## src/tiv_pkg.sv

```systemverilog
package tiv_pkg;
    // trap vectors; octal address beside each
    localparam logic [15:0] VEC_ERR        = 16'h0004; // 4
    localparam logic [15:0] VEC_PARITY     = 16'h004C; // 114
    localparam logic [15:0] VEC_TRACE      = 16'h000C; // 14
    localparam logic [15:0] VEC_EMU_TRAP   = 16'h0018; // 30
    localparam logic [15:0] VEC_IO_TRAP    = 16'h0010; // 20
    localparam logic [15:0] VEC_BREAK      = 16'h000C; // 14
    localparam logic [15:0] VEC_SUPER_CALL = 16'h0008; // 10
    localparam logic [15:0] VEC_SWREQ      = 16'h00A0; // 240
    localparam logic [15:0] VEC_LCLK       = 16'h0040; // 100
    localparam logic [2:0]  LCLK_LEVEL  = 3'h6;
    // register offsets (byte addresses)
    localparam logic [3:0]  OFS_SWREQ   = 4'h0;
    localparam logic [3:0]  OFS_LCLK    = 4'h4;
    localparam logic [3:0]  OFS_STAT    = 4'h8;
    localparam logic [3:0]  OFS_MASK    = 4'hC;
    // field positions
    localparam int SWREQ_LO   = 9;
    localparam int SWREQ_ENC  = 5;
    localparam int SWREQ_ENC2 = 1;
    localparam int LCLK_EN    = 6;
    localparam int TRACE_BIT  = 4;
    localparam int ERR_RED    = 2;
    localparam int ERR_YEL    = 3;
    localparam int ERR_TMO    = 4;
    localparam int ERR_NXM    = 5;
    localparam int ERR_ADR    = 6;
    localparam int ERR_HALT   = 7;
    // status bits: 0 trap taken, 1 console entry
    localparam int ST_TRAP    = 0;
    localparam int ST_CONS    = 1;
    localparam logic [15:0] RST_16 = 16'h0000;
    localparam logic [1:0]  RST_2  = 2'h0;
    typedef enum logic [1:0] {
        TIV_NONE, TIV_TRAP, TIV_CONS
    } tiv_kind_t;
    typedef enum {TIV_IDLE, TIV_VREAD} tiv_state_t;
    // highest set level among software request bits 15:9 (bit 15 and 14 give 7)
    function automatic logic [2:0] tiv_sw_level(input logic [6:0] r);
        logic [2:0] l;
        l = 3'h0;
        for (int i = 0; i < 7; i++) begin
            if (r[i]) begin
                l = (i >= 5) ? 3'h7 : 3'(i + 1);
            end
        end
        return l;
    endfunction
endpackage

```

## src/tiv_grant_if.sv

```systemverilog
`timescale 1ns/1ps
interface tiv_grant_if;
    logic       take;
    tiv_pkg::tiv_kind_t kind;
    logic [15:0] vector;
    logic [2:0]  level;
    logic        err_halt;
    modport arb  (output take, kind, vector, level, err_halt);
    modport top  (input take, kind, vector, level, err_halt);
endinterface

```

## src/tiv_arb.sv

```systemverilog
`timescale 1ns/1ps
module tiv_arb
    import tiv_pkg::*;
(
    input  wire logic        ref_clk,
    input  wire logic        sys_rst,
    input  wire logic [7:0]  err_bits,
    input  wire logic        parity_abort,
    input  wire logic        trace_en,
    input  wire logic        emu_i,
    input  wire logic        io_i,
    input  wire logic        brk_i,
    input  wire logic        sup_i,
    input  wire logic        halt_instr,
    input  wire logic        kernel_mode,
    input  wire logic        jumper_in,
    input  wire logic [3:0]  irq,
    input  wire logic [15:0] irq_vec,
    input  wire logic        lclk_req,
    input  wire logic [2:0]  sw_lvl,
    input  wire logic [2:0]  cur_pri,
    input  wire logic        halt_line,
    input  wire logic        vec_read,
    input  wire logic        busy,
    tiv_grant_if.arb         g
);
    logic       nm_err;
    logic       take_d;
    tiv_kind_t  kind_d;
    logic [15:0] vec_d;
    logic [2:0] lvl_d;
    logic       eh_d;
    logic [2:0] irq_lvl;
    logic       irq_any;

    assign nm_err = err_bits[ERR_RED] | err_bits[ERR_YEL] | err_bits[ERR_ADR]
                  | err_bits[ERR_TMO] | err_bits[ERR_NXM];

    always_comb begin
        irq_any = 1'b0;
        irq_lvl = 3'h0;
        for (int i = 0; i < 4; i++) begin
            if (irq[i]) begin
                irq_any = 1'b1;
                irq_lvl = 3'(i + 4);
            end
        end
    end

    always_comb begin
        take_d = 1'b1;
        kind_d = TIV_TRAP;
        vec_d  = RST_16;
        lvl_d  = 3'h0;
        eh_d   = 1'b0;
        if (halt_line && vec_read) begin
            kind_d = TIV_CONS;
        end else if (nm_err) begin
            vec_d = VEC_ERR;
        end else if (parity_abort) begin
            vec_d = VEC_PARITY;
        end else if (halt_instr && kernel_mode) begin
            if (jumper_in) begin
                kind_d = TIV_CONS;
            end else begin
                vec_d = VEC_ERR;
            end
        end else if (halt_instr) begin
            vec_d = VEC_ERR;
            eh_d  = 1'b1;
        end else if (emu_i) begin
            vec_d = VEC_EMU_TRAP;
        end else if (io_i) begin
            vec_d = VEC_IO_TRAP;
        end else if (brk_i) begin
            vec_d = VEC_BREAK;
        end else if (sup_i) begin
            vec_d = VEC_SUPER_CALL;
        end else if (trace_en) begin
            vec_d = VEC_TRACE;
        // maskable above priority; same level: software first, then clock, then bus
        end else if (sw_lvl > cur_pri && sw_lvl >= irq_lvl
                     && !(lclk_req && LCLK_LEVEL > sw_lvl)) begin
            vec_d = VEC_SWREQ;
            lvl_d = sw_lvl;
        end else if (lclk_req && LCLK_LEVEL > cur_pri && LCLK_LEVEL >= irq_lvl) begin
            vec_d = VEC_LCLK;
            lvl_d = LCLK_LEVEL;
        end else if (irq_any && irq_lvl > cur_pri) begin
            vec_d = irq_vec;
            lvl_d = irq_lvl;
        end else if (halt_line) begin
            kind_d = TIV_CONS;
        end else begin
            take_d = 1'b0;
            kind_d = TIV_NONE;
        end
        if (busy) begin
            take_d = 1'b0;
        end
    end

    always_ff @(posedge ref_clk or posedge sys_rst) begin
        if (sys_rst) begin
            g.take     <= 1'b0;
            g.kind     <= TIV_NONE;
            g.vector   <= RST_16;
            g.level    <= 3'h0;
            g.err_halt <= 1'b0;
        end else begin
            g.take     <= take_d;
            g.kind     <= take_d ? kind_d : TIV_NONE;
            g.vector   <= vec_d;
            g.level    <= lvl_d;
            g.err_halt <= take_d & eh_d;
        end
    end

    property p_trap_vec;
        @(posedge ref_clk) disable iff (sys_rst)
        (!busy && !(halt_line && vec_read) && nm_err) |=> (g.take && g.vector == VEC_ERR);
    endproperty
    a_trap_vec: assert property (p_trap_vec) else $error("error trap not via 4");

    property p_parity;
        @(posedge ref_clk) disable iff (sys_rst)
        (!busy && !vec_read && !nm_err && parity_abort) |=> (g.vector == VEC_PARITY);
    endproperty
    a_parity: assert property (p_parity) else $error("parity trap vector wrong");

    property p_halt_vread;
        @(posedge ref_clk) disable iff (sys_rst)
        (!busy && halt_line && vec_read) |=> (g.take && g.kind == TIV_CONS);
    endproperty
    a_halt_vread: assert property (p_halt_vread) else $error("halt lost in vector read");

    property p_illegal_halt;
        @(posedge ref_clk) disable iff (sys_rst)
        g.err_halt |-> (g.vector == VEC_ERR && g.kind == TIV_TRAP);
    endproperty
    a_illegal_halt: assert property (p_illegal_halt) else $error("illegal halt wrong");

    property p_mask_level;
        @(posedge ref_clk) disable iff (sys_rst)
        (g.take && g.level != 3'h0) |-> (g.level > $past(cur_pri));
    endproperty
    a_mask_level: assert property (p_mask_level) else $error("maskable at low level");

    property p_emu_trap;
        @(posedge ref_clk) disable iff (sys_rst)
        (!busy && !vec_read && !nm_err && !parity_abort && !halt_instr && emu_i)
            |=> (g.vector == VEC_EMU_TRAP);
    endproperty
    a_emu_trap: assert property (p_emu_trap) else $error("emulator trap vector wrong");

    property p_lclk;
        @(posedge ref_clk) disable iff (sys_rst)
        (g.take && g.vector == VEC_LCLK && g.level == LCLK_LEVEL) |-> $past(lclk_req);
    endproperty
    a_lclk: assert property (p_lclk) else $error("clock irq without request");

    property p_busy;
        @(posedge ref_clk) disable iff (sys_rst)
        busy |=> !g.take;
    endproperty
    a_busy: assert property (p_busy) else $error("grant while busy");
endmodule

```

## src/tiv_top.sv

```systemverilog
`timescale 1ns/1ps
// What this block does
// - four bus request lines, levels 4 to 7, vector supplied by requester
// - seven software request bits 15:9 giving levels 1 to 5 and 7, vector 240, bits 15 and 14 level 7
// - stack, address and timeout errors trap through vector 4
// - parity or abort input traps through vector 114
// - trace flag bit 4 of status word traps through vector 14
// - emulator trap instruction traps through vector 30
// - io trap instruction traps through vector 20
// - breakpoint instruction traps through vector 14
// - supervisor call instruction traps through vector 10
// - halt line enters console debugger, no vector fetched
// - halt line lowest priority except highest during vector read
// - kernel halt: jumper in enters console, removed traps through 4
// - non-kernel halt traps through 4 and sets error bit 7
// - line clock event with enable bit gives level 6 through 100
// - software register bits 7:5 read highest pending level
module tiv_top
    import tiv_pkg::*;
(
    input  wire logic        ref_clk,
    input  wire logic        sys_rst,
    // avalon-mm slave
    input  wire logic [3:0]  avs_address,
    input  wire logic        avs_read,
    input  wire logic        avs_write,
    input  wire logic [31:0] avs_writedata,
    output logic [31:0]      avs_readdata,
    output logic             avs_waitrequest,
    output logic             irq_out,
    // pins
    input  wire logic [3:0]  irq_pin,
    input  wire logic [15:0] irq_vec,
    input  wire logic        line_clock_event,
    input  wire logic        parity_abort_pin,
    input  wire logic        halt_pin,
    input  wire logic        halt_option_jumper,
    // processor core, same clock
    input  wire logic [7:0]  err_bits,
    input  wire logic [15:0] processor_status_word,
    input  wire logic        emulator_trap_instruction,
    input  wire logic        io_trap_instruction,
    input  wire logic        breakpoint_trap_instruction,
    input  wire logic        call_supervisor_instruction,
    input  wire logic        halt_instruction,
    input  wire logic        vec_read,
    input  wire logic        trap_done,
    output logic             trap_req,
    output logic [15:0]      trap_vector,
    output logic             console_debugger_mode,
    output logic             emergency_stack,
    output logic             err_illegal_halt
);
    tiv_grant_if g ();

    logic [23:0] sync1_q;
    logic [23:0] sync2_q;
    logic [15:0] software_interrupt_request_register_q;
    logic        lclk_en_q;
    logic [1:0]  stat_q;
    logic [1:0]  mask_q;
    logic        busy_q;
    logic        rd_pend_q;
    logic [2:0]  software_request_level;
    logic        kernel;
    logic        wr_stat;
    logic [1:0]  ev;

    ////////////////////////////////////////////////////////////////////////////////
    // pin synchronisers: irq[3:0], clock event, parity, halt, jumper, vector 23:8
    // the vector word is held by its requester while the line is up, so it
    // settles in step with the synchronised request line
    always_ff @(posedge ref_clk or posedge sys_rst) begin
        if (sys_rst) begin
            sync1_q <= 24'h000000;
            sync2_q <= 24'h000000;
        end else begin
            sync1_q <= {irq_vec, halt_option_jumper, halt_pin, parity_abort_pin,
                        line_clock_event, irq_pin};
            sync2_q <= sync1_q;
        end
    end

    assign software_request_level = tiv_sw_level(software_interrupt_request_register_q[15:9]);
    // mode field in status word bits 15:14, zero is kernel
    assign kernel = processor_status_word[15:14] == 2'h0;

    tiv_arb u_arb (
        .ref_clk      (ref_clk),
        .sys_rst      (sys_rst),
        .err_bits     (err_bits),
        .parity_abort (sync2_q[5]),
        .trace_en     (processor_status_word[TRACE_BIT]),
        .emu_i        (emulator_trap_instruction),
        .io_i         (io_trap_instruction),
        .brk_i        (breakpoint_trap_instruction),
        .sup_i        (call_supervisor_instruction),
        .halt_instr   (halt_instruction),
        .kernel_mode  (kernel),
        .jumper_in    (sync2_q[7]),
        .irq          (sync2_q[3:0]),
        .irq_vec      (sync2_q[23:8]),
        .lclk_req     (sync2_q[4] & lclk_en_q),
        .sw_lvl       (software_request_level),
        .cur_pri      (processor_status_word[7:5]),
        .halt_line    (sync2_q[6]),
        .vec_read     (vec_read),
        .busy         (busy_q | g.take),
        .g            (g.arb)
    );

    ////////////////////////////////////////////////////////////////////////////////
    // grant outputs; held until the core acknowledges, so one event per service
    always_ff @(posedge ref_clk or posedge sys_rst) begin
        if (sys_rst) begin
            busy_q                <= 1'b0;
            trap_req              <= 1'b0;
            trap_vector           <= RST_16;
            console_debugger_mode <= 1'b0;
            emergency_stack       <= 1'b0;
            err_illegal_halt      <= 1'b0;
        end else if (g.take) begin
            busy_q                <= 1'b1;
            trap_req              <= g.kind == TIV_TRAP;
            console_debugger_mode <= g.kind == TIV_CONS;
            trap_vector           <= g.vector;
            // emergency stack on kernel halt without jumper
            emergency_stack       <= halt_instruction & kernel & ~sync2_q[7]
                                     & (g.vector == VEC_ERR) & ~g.err_halt;
            err_illegal_halt      <= g.err_halt;
        end else if (trap_done) begin
            busy_q                <= 1'b0;
            trap_req              <= 1'b0;
            console_debugger_mode <= 1'b0;
            emergency_stack       <= 1'b0;
            err_illegal_halt      <= 1'b0;
        end
    end

    ////////////////////////////////////////////////////////////////////////////////
    // register writes
    // software request bits, only request bits 15:9 stored, bits 8:0 zero
    always_ff @(posedge ref_clk or posedge sys_rst) begin
        if (sys_rst) begin
            software_interrupt_request_register_q <= RST_16;
        end else if (avs_write && !avs_waitrequest && avs_address == OFS_SWREQ) begin
            software_interrupt_request_register_q <= {avs_writedata[15:9], 9'h000};
        end
    end

    always_ff @(posedge ref_clk or posedge sys_rst) begin
        if (sys_rst) begin
            lclk_en_q <= 1'b0;
        end else if (avs_write && !avs_waitrequest && avs_address == OFS_LCLK) begin
            lclk_en_q <= avs_writedata[LCLK_EN];
        end
    end

    always_ff @(posedge ref_clk or posedge sys_rst) begin
        if (sys_rst) begin
            mask_q <= RST_2;
        end else if (avs_write && !avs_waitrequest && avs_address == OFS_MASK) begin
            mask_q <= avs_writedata[1:0];
        end
    end

    // sticky status; new event beats the write-one clear
    assign wr_stat = avs_write && !avs_waitrequest && avs_address == OFS_STAT;
    assign ev[ST_TRAP] = g.take && g.kind == TIV_TRAP;
    assign ev[ST_CONS] = g.take && g.kind == TIV_CONS;

    always_ff @(posedge ref_clk or posedge sys_rst) begin
        if (sys_rst) begin
            stat_q <= RST_2;
        end else begin
            stat_q <= (stat_q & ~(wr_stat ? avs_writedata[1:0] : 2'h0)) | ev;
        end
    end

    always_ff @(posedge ref_clk or posedge sys_rst) begin
        if (sys_rst) begin
            irq_out <= 1'b0;
        end else begin
            irq_out <= |(stat_q & mask_q);
        end
    end

    ////////////////////////////////////////////////////////////////////////////////
    // bus answer: one wait cycle on every access, data registered
    always_ff @(posedge ref_clk or posedge sys_rst) begin
        if (sys_rst) begin
            rd_pend_q       <= 1'b0;
            avs_waitrequest <= 1'b1;
            avs_readdata    <= 32'h0000_0000;
        end else begin
            rd_pend_q       <= (avs_read | avs_write) & avs_waitrequest & ~rd_pend_q;
            avs_waitrequest <= ~((avs_read | avs_write) & avs_waitrequest & ~rd_pend_q);
            if (avs_read) begin
                unique case (avs_address)
                    // encoded level in 7:5 and 3:1
                    OFS_SWREQ: avs_readdata <= {16'h0000,
                        software_interrupt_request_register_q[15:9], 1'b0,
                        software_request_level, 1'b0, software_request_level, 1'b0};
                    OFS_LCLK:  avs_readdata <= {25'h0, lclk_en_q, 6'h00};
                    OFS_STAT:  avs_readdata <= {30'h0, stat_q};
                    OFS_MASK:  avs_readdata <= {30'h0, mask_q};
                    default:   avs_readdata <= 32'h0000_0000;
                endcase
            end
        end
    end

    property p_sw_vec;
        @(posedge ref_clk) disable iff (sys_rst)
        (g.take && g.vector == VEC_SWREQ && g.level != 3'h0)
            |-> (g.level == $past(software_request_level));
    endproperty
    a_sw_vec: assert property (p_sw_vec) else $error("software level mismatch");

    property p_cons;
        @(posedge ref_clk) disable iff (sys_rst)
        (g.take && g.kind == TIV_CONS) |=> (console_debugger_mode && !trap_req);
    endproperty
    a_cons: assert property (p_cons) else $error("console entry wrong");

    property p_hold;
        @(posedge ref_clk) disable iff (sys_rst)
        (trap_req && !trap_done) |=> trap_req;
    endproperty
    a_hold: assert property (p_hold) else $error("trap request dropped early");

    property p_estk;
        @(posedge ref_clk) disable iff (sys_rst)
        emergency_stack |-> (trap_req && trap_vector == VEC_ERR);
    endproperty
    a_estk: assert property (p_estk) else $error("emergency stack without trap");

    property p_ill_halt;
        @(posedge ref_clk) disable iff (sys_rst)
        err_illegal_halt |-> (trap_req && trap_vector == VEC_ERR && !console_debugger_mode);
    endproperty
    a_ill_halt: assert property (p_ill_halt) else $error("illegal halt flag wrong");

    property p_stat_set;
        @(posedge ref_clk) disable iff (sys_rst)
        (|ev) |=> ((stat_q & $past(ev)) == $past(ev));
    endproperty
    a_stat_set: assert property (p_stat_set) else $error("status event lost");

    property p_irq_on;
        @(posedge ref_clk) disable iff (sys_rst)
        (|(stat_q & mask_q)) |=> irq_out;
    endproperty
    a_irq_on: assert property (p_irq_on) else $error("interrupt output missing");

    property p_irq_off;
        @(posedge ref_clk) disable iff (sys_rst)
        !(|(stat_q & mask_q)) |=> !irq_out;
    endproperty
    a_irq_off: assert property (p_irq_off) else $error("interrupt output spurious");

    property p_bus_ans;
        @(posedge ref_clk) disable iff (sys_rst)
        ((avs_read || avs_write) && avs_waitrequest && !rd_pend_q) |=> !avs_waitrequest;
    endproperty
    a_bus_ans: assert property (p_bus_ans) else $error("bus answer late");

    property p_bus_idle;
        @(posedge ref_clk) disable iff (sys_rst)
        !(avs_read || avs_write) |=> avs_waitrequest;
    endproperty
    a_bus_idle: assert property (p_bus_idle) else $error("waitrequest low while idle");
endmodule

```

## config.mk

```make
export PLATFORM = sky130hd
export DESIGN_NAME = tiv_top
export DESIGN_NICKNAME = d
export VERILOG_FILES = /design/src/tiv_pkg.sv /design/src/tiv_grant_if.sv /design/src/tiv_arb.sv /design/src/tiv_top.sv
export SDC_FILE = /design/constraint.sdc
export NUM_CORES = 1
export LEC_CHECK = 0
export BUFFER_PORTS_ARGS = -buffer_cell sky130_fd_sc_hd__buf_2
export CELL_PAD_IN_SITES_DETAIL_PLACEMENT = 0
export CELL_PAD_IN_SITES_GLOBAL_PLACEMENT = 1
export CORE_MARGIN = 2
export CORE_UTILIZATION = 40
export CTS_CLUSTER_SIZE = 24
export DETAILED_ROUTE_END_ITERATION = 16
export HOLD_SLACK_MARGIN = 0.02
export PLACE_DENSITY_LB_ADDON = 0.1
export SLEW_MARGIN = 10
export SYNTH_ARGS = -nofsm -noshare
export SYNTH_HDL_FRONTEND = slang
export SYNTH_HIERARCHICAL = 1
export SYNTH_SLANG_ARGS = --single-unit
```

## constraint.sdc

```tcl
create_clock -name ref_clk -period 3.75 [get_ports ref_clk]
set_input_delay 0.1875 -clock ref_clk [delete_from_list [all_inputs] [get_ports ref_clk]]
set_output_delay 0.1875 -clock ref_clk [all_outputs]
set_load 0.03 [all_outputs]
```

==> flow_metrics.env, run 1 <==
export IMPL_outcome="finished clean"
export IMPL_vias=2956
export IMPL_fin_crit_ns=3.196
export IMPL_setup_viol=0
export IMPL_sw_frac_of_total_pct=28.72
export IMPL_tritoncts="done"
export IMPL_design_core_area_um2=10890
export IMPL_dieArea_um2=12060
export IMPL_crit_chain="nor4_1, inv_1, ha_1, and3_1, a211o_2, nor2b_1, nand4_1, a211oi_1, dlygate4sd3_1"
export IMPL_insertion_delay_ns=0.50
export IMPL_start_kind="flop"
export IMPL_grt_max_degree=82
export IMPL_final_setup_tns_ns=0
export IMPL_clockBufferDepth=2
export IMPL_power_share_clock_pct=42.7
export IMPL_cpLargestDelayFamily="simple AND/OR/NAND/NOR gates"
export IMPL_route_detailed_drc=0
export IMPL_cp_data_required_time_ns=4.18
export IMPL_ir_worst_vdd_mv=0.2795
export IMPL_critical_path_buf_inv_count=2
export IMPL_final_period_utilization_pct=85.22
export IMPL_detail_route_antenna_nets=0
export IMPL_p_leak_nw=3.058
export IMPL_grt_overflow=0
export IMPL_wl_per_cell_um=13.57
export IMPL_die_w_um=109.8
export IMPL_rsz0062_at_grt="no"
export IMPL_antenna_found_initial=0
export IMPL_io_pin_count=149
export IMPL_synth_cells=333
export IMPL_intPower_mw=2.548
export IMPL_timing_fmax_ghz=0.3129
export IMPL_seq_power_share_pct=41.8
export IMPL_crit_arrival_ns=3.63
export IMPL_cts_root_buf="clkbuf_8"
export IMPL_slew_headroom_pct=37.61
export IMPL_tightest_slew_ns=0.9358
export IMPL_diodes=0
export IMPL_yosys_warnings=6
export IMPL_power_mw=3.575
export IMPL_die_h_um=109.8
export IMPL_rows=38
export IMPL_fin_skew_ns=0.01189
export IMPL_ctsHtreeMaxLevel=4
export IMPL_final_cell_mix="dfrtp_1, buf_2, dlygate4sd3_1"
export IMPL_routed_wl_um=8647
export IMPL_clock_sinks=117
export IMPL_nets=588
export IMPL_final_common_cell="dfrtp_1"
export IMPL_drive_gt1_share_pct=33.80
export IMPL_p_per_area_nw_per_um2=592.3
export IMPL_slowest_stage="dlygate4sd3_1"
export IMPL_cts_made_buffers=17
export IMPL_hp_class="primary input to flop"
export IMPL_grt_pass1_vias=2987
export IMPL_first_pass_iters=4
export IMPL_grt_use_total_pct=15.74
export IMPL_p_sw_mw=1.027
export IMPL_multi_input_area_um2=1356
export IMPL_comb_power_share_pct=15.6
export IMPL_slew_violations=0
export IMPL_maxCapViolCount=0
export IMPL_crit_path_end_kind="flop"
export IMPL_crit_fanout=6
export IMPL_area_growth_pct=34.79
export IMPL_grt_pass1_wl_um=14120
export IMPL_worst_setup_path_type="flop to flop"
export IMPL_dpl_hpwl_um=6115
export IMPL_syn_area_per_cell_um2=13.45
export IMPL_synth_area_um2=4478
export IMPL_regArea_um2=2929
export IMPL_hold_violations=0
export IMPL_num_fill_cells=928
export IMPL_gp_congestion=0.7396
export IMPL_start_util_pct=41.13
export IMPL_viasPerCell=4.641
export IMPL_path_clk_slew_ns=0.06
export IMPL_max_stage_delay_ns=0.58
export IMPL_drt_first_iter_violations=49
export IMPL_io_buffers=95
==> routing by layer <==
metal	track usage (%)	routed length, um	vias to the layer above
li1	-	-	1440
met1	20.59	4054	1432
met2	24.45	4111	75
met3	4.149	375	9
met4	7.324	105	0
met5	0	0	-
==> area by class of cell <==
cell class / count / share of cell area (%)
clock buffer: 18 / 7.090
clock inverter: 14 / 2.342
multi-input combinational: 186 / 22.47
inverter: 22 / 1.410
tap: 140 / 2.902
timing repair buffer: 140 / 15.26
sequential: 117 / 48.53
==> per-stage QoR <==
step / setup slack (ns) / cells / hold WS [ns] / area (um^2) / utilization (%)
floorplan: 1.030 / 350 / 0.1513 / 4542 / -
global placement: 0.8878 / 562 / 0.2951 / 5036 / 46.25
detailed placement: 0.8546 / 562 / 0.2968 / 5036 / 46.25
CTS: 0.5138 / 637 / 0.02845 / 6036 / 55.44
global route: 0.3918 / 637 / 0.05648 / 6036 / 55.44
finish: 0.5543 / 637 / 0.04605 / 6036 / 55.44
==> flip-flops by register name, indices dropped and copies added (netlist names), 2 cells and up <==
| register | flops |
|---|---|
| mask_q | 2 |
| sync1_q | 24 |
| u_arb/g.kind | 2 |
| sync2_q | 24 |
| trap_vector | 16 |
| software_interrupt_request_register_q | 7 |
| u_arb/g.vector | 16 |
| stat_q | 2 |
| avs_readdata | 13 |
==> path summary, 6_finish.rpt <==
path | from | endpoint | slack [ns] | cells after the start
max in group asynchronous | sys_rst | software_interrupt_request_register_q[9] | 2.48 | 4
hold / removal | processor_status_word[14] | emergency_stack | 0.05 | 4
min in group asynchronous | sys_rst | u_arb/g.vector[8] | 0.42 | 3
setup reg to reg | sync2_q[3] | u_arb/g.vector[4] | 0.55 | 9
hold reg to reg | sync1_q[16] | sync2_q[16] | 0.34 | 0
setup / recovery | sync2_q[3] | u_arb/g.vector[4] | 0.55 | 9
==> power groups by stage <==
stage / Combinational, mW / Clock, mW / Sequential [mW]
floorplan: 0.365 / 0 / 1.52
CTS: 0.569 / 1.56 / 1.50
global placement: 0.514 / 0 / 1.51
global route: 0.623 / 1.63 / 1.52
detailed placement: 0.528 / 0 / 1.52
finish: 0.557 / 1.53 / 1.49
==> worst register-to-register path, delay by kind of cell, from the launching register on <==
family	cells	cell delay, ns
AO/OA/AOI/OAI	2	0.54
adder cells (fa/ha/maj)	1	0.32
buffers and inverters	2	0.67
flip-flops	1	0.41
AND/OR/NAND/NOR	4	1.18
==> timing repair <==
action                                 4_1_cts  5_1_grt
hold buffers                                43        0
setup buffers                                0        0
endpoints found under the hold margin      148        0
setup endpoints to repair                    0        0
resized for setup                            0        0
No activity file was read; power rests on OpenSTA's default activity.
==> run 2: changes to the inputs <==
==> constraint.sdc (replaced) <==
create_clock -name ref_clk -period 3.21 [get_ports ref_clk]
set_input_delay 0.1605 -clock ref_clk [delete_from_list [all_inputs] [get_ports ref_clk]]
set_output_delay 0.1605 -clock ref_clk [all_outputs]
set_load 0.03 [all_outputs]
==> run 2 against run 1 <==
Final area grew 2.1%. Flip-flop and latch count is the same. Highest routed layer unchanged. Cell count is 1.6% higher.
==> flow_metrics.env, run 2 (synthesis results as in run 1) <==
export IMPL_outcome="finished clean"
export IMPL_final_setup_tns_ns=0
export IMPL_ctsHtreeMaxLevel=4
export IMPL_start_util_pct=41.13
export IMPL_grt_max_degree=78
export IMPL_tightest_slew_ns=0.9336
export IMPL_fin_skew_ns=0.008592
export IMPL_drive_gt1_share_pct=33.53
export IMPL_die_w_um=109.8
export IMPL_gp_congestion=0.7822
export IMPL_viasPerCell=4.751
export IMPL_crit_path_end_kind="flop"
export IMPL_dpl_instance_area_um2=5051
export IMPL_grt_pass1_vias=3096
export IMPL_rows=38
export IMPL_fin_crit_ns=2.875
export IMPL_crit_fanout=10
export IMPL_vias=3074
export IMPL_nets=598
export IMPL_io_pin_count=149
export IMPL_clockBufferDepth=2
export IMPL_dp_slack_ns=0.3566
export IMPL_tritoncts="done"
export IMPL_maxCapViolCount=0
export IMPL_detail_route_antenna_nets=0
export IMPL_cp_data_required_time_ns=3.66
export IMPL_grt_overflow=0
export IMPL_ir_worst_vdd_mv=0.2935
export IMPL_area_growth_pct=37.58
export IMPL_hold_violations=0
export IMPL_dp_cells=564
export IMPL_grt_use_total_pct=16.96
export IMPL_path_clk_slew_ns=0.06
export IMPL_fin_ws_ns=0.3351
export IMPL_cts_made_buffers=17
export IMPL_die_h_um=109.8
export IMPL_diodes=0
export IMPL_insertion_delay_ns=0.52
export IMPL_final_period_utilization_pct=89.56
export IMPL_grt_pass1_wl_um=14980
export IMPL_worst_setup_path_type="flop to flop"
export IMPL_stdcell_count=647
export IMPL_routed_wl_um=9225
export IMPL_final_util_pct=56.58
export IMPL_dieArea_um2=12060
export IMPL_first_pass_iters=4
export IMPL_dpl_hpwl_um=6220
export IMPL_cts_setup_buffers=0
export IMPL_crit_arrival_ns=3.33
export IMPL_p_per_area_nw_per_um2=703.9
export IMPL_design_core_area_um2=10890
export IMPL_design_area_um2=6161
export IMPL_setup_viol=0
export IMPL_final_common_cell="dfrtp_1"
export IMPL_rsz0062_at_grt="no"
export IMPL_slew_violations=0
export IMPL_final_cell_mix="dfrtp_1, buf_2, dlygate4sd3_1"
export IMPL_wl_per_cell_um=14.26
export IMPL_ctsResizeCount=0
export IMPL_start_kind="flop"
export IMPL_p_leak_nw=3.119
export IMPL_slew_headroom_pct=37.76
export IMPL_route_detailed_drc=0
export IMPL_cts_root_buf="clkbuf_8"
export IMPL_io_buffers=95
export IMPL_reg_largest_list="sync1_q: 24 flops, sync2_q: 24 flops"
export IMPL_drt_first_iter_violations=131
export IMPL_antenna_found_initial=0
export IMPL_ff2ff_setup_slack_ns=0.34
export IMPL_hp_class="primary input to flop"
export IMPL_timing_fmax_ghz=0.3478
export IMPL_clock_sinks=117
export IMPL_cts_hold_buffers_added=51
==> run 2: final timing paths <==
kind | startpoint | endpoint | cells past startpoint
hold / removal | avs_address[1] | avs_readdata[6] | 4
setup reg to reg | sync2_q[3] | u_arb/g.vector[10] | 8
hold reg to reg | sync1_q[18] | sync2_q[18] | 0
min in group asynchronous | sys_rst | u_arb/g.vector[1] | 3
setup / recovery | sync2_q[3] | u_arb/g.vector[10] | 8
max in group asynchronous | sys_rst | sync2_q[6] | 4
==> run 2: metal layers <==
layer	GRT usage, %	up-vias	wire length (um)
li1	-	1456	-
met1	21.41	1508	4125
met2	27.26	91	4488
met3	4.149	19	424
met4	8.318	0	186
met5	0	-	0
==> run 2: critical path, cell delays in order, from the launching register on <==
cell     delay (ns)
dfrtp_1        0.41
nor4_1         0.52
inv_1          0.09
ha_1           0.32
and3_1         0.17
a211o_2        0.32
nor2b_1        0.35
and3b_1        0.45
and2_1         0.18
==> run 2: area by class of cell <==
| cell class | count | area [um^2] |
|---|---|---|
| fillers | 915 | 4727 |
| flip-flops and latches | 117 | 2929 |
| multi-input cells | 186 | 1356 |
| repair buffers | 150 | 1016 |
| clock buffers | 17 | 414.1 |
| clock inverters | 15 | 185.2 |
| well taps | 140 | 175.2 |
| inverters | 22 | 85.08 |
==> run 2: power breakdown <==
part	switching (mW)	internal, mW	leakage, nW
combinational	0.376	0.307	1.34
clock	0.765	1.14	0.294
sequential	0.128	1.62	1.49
==> run 2: through the flow <==
step                      total power [mW]  hold WS (ns)
after floorplan                      2.204        0.1243
after global routing                 4.555       0.06316
after global placement               2.382        0.2678
after detailed placement             2.404        0.2699
final                                4.337       0.04220
after CTS                            4.381       0.02374
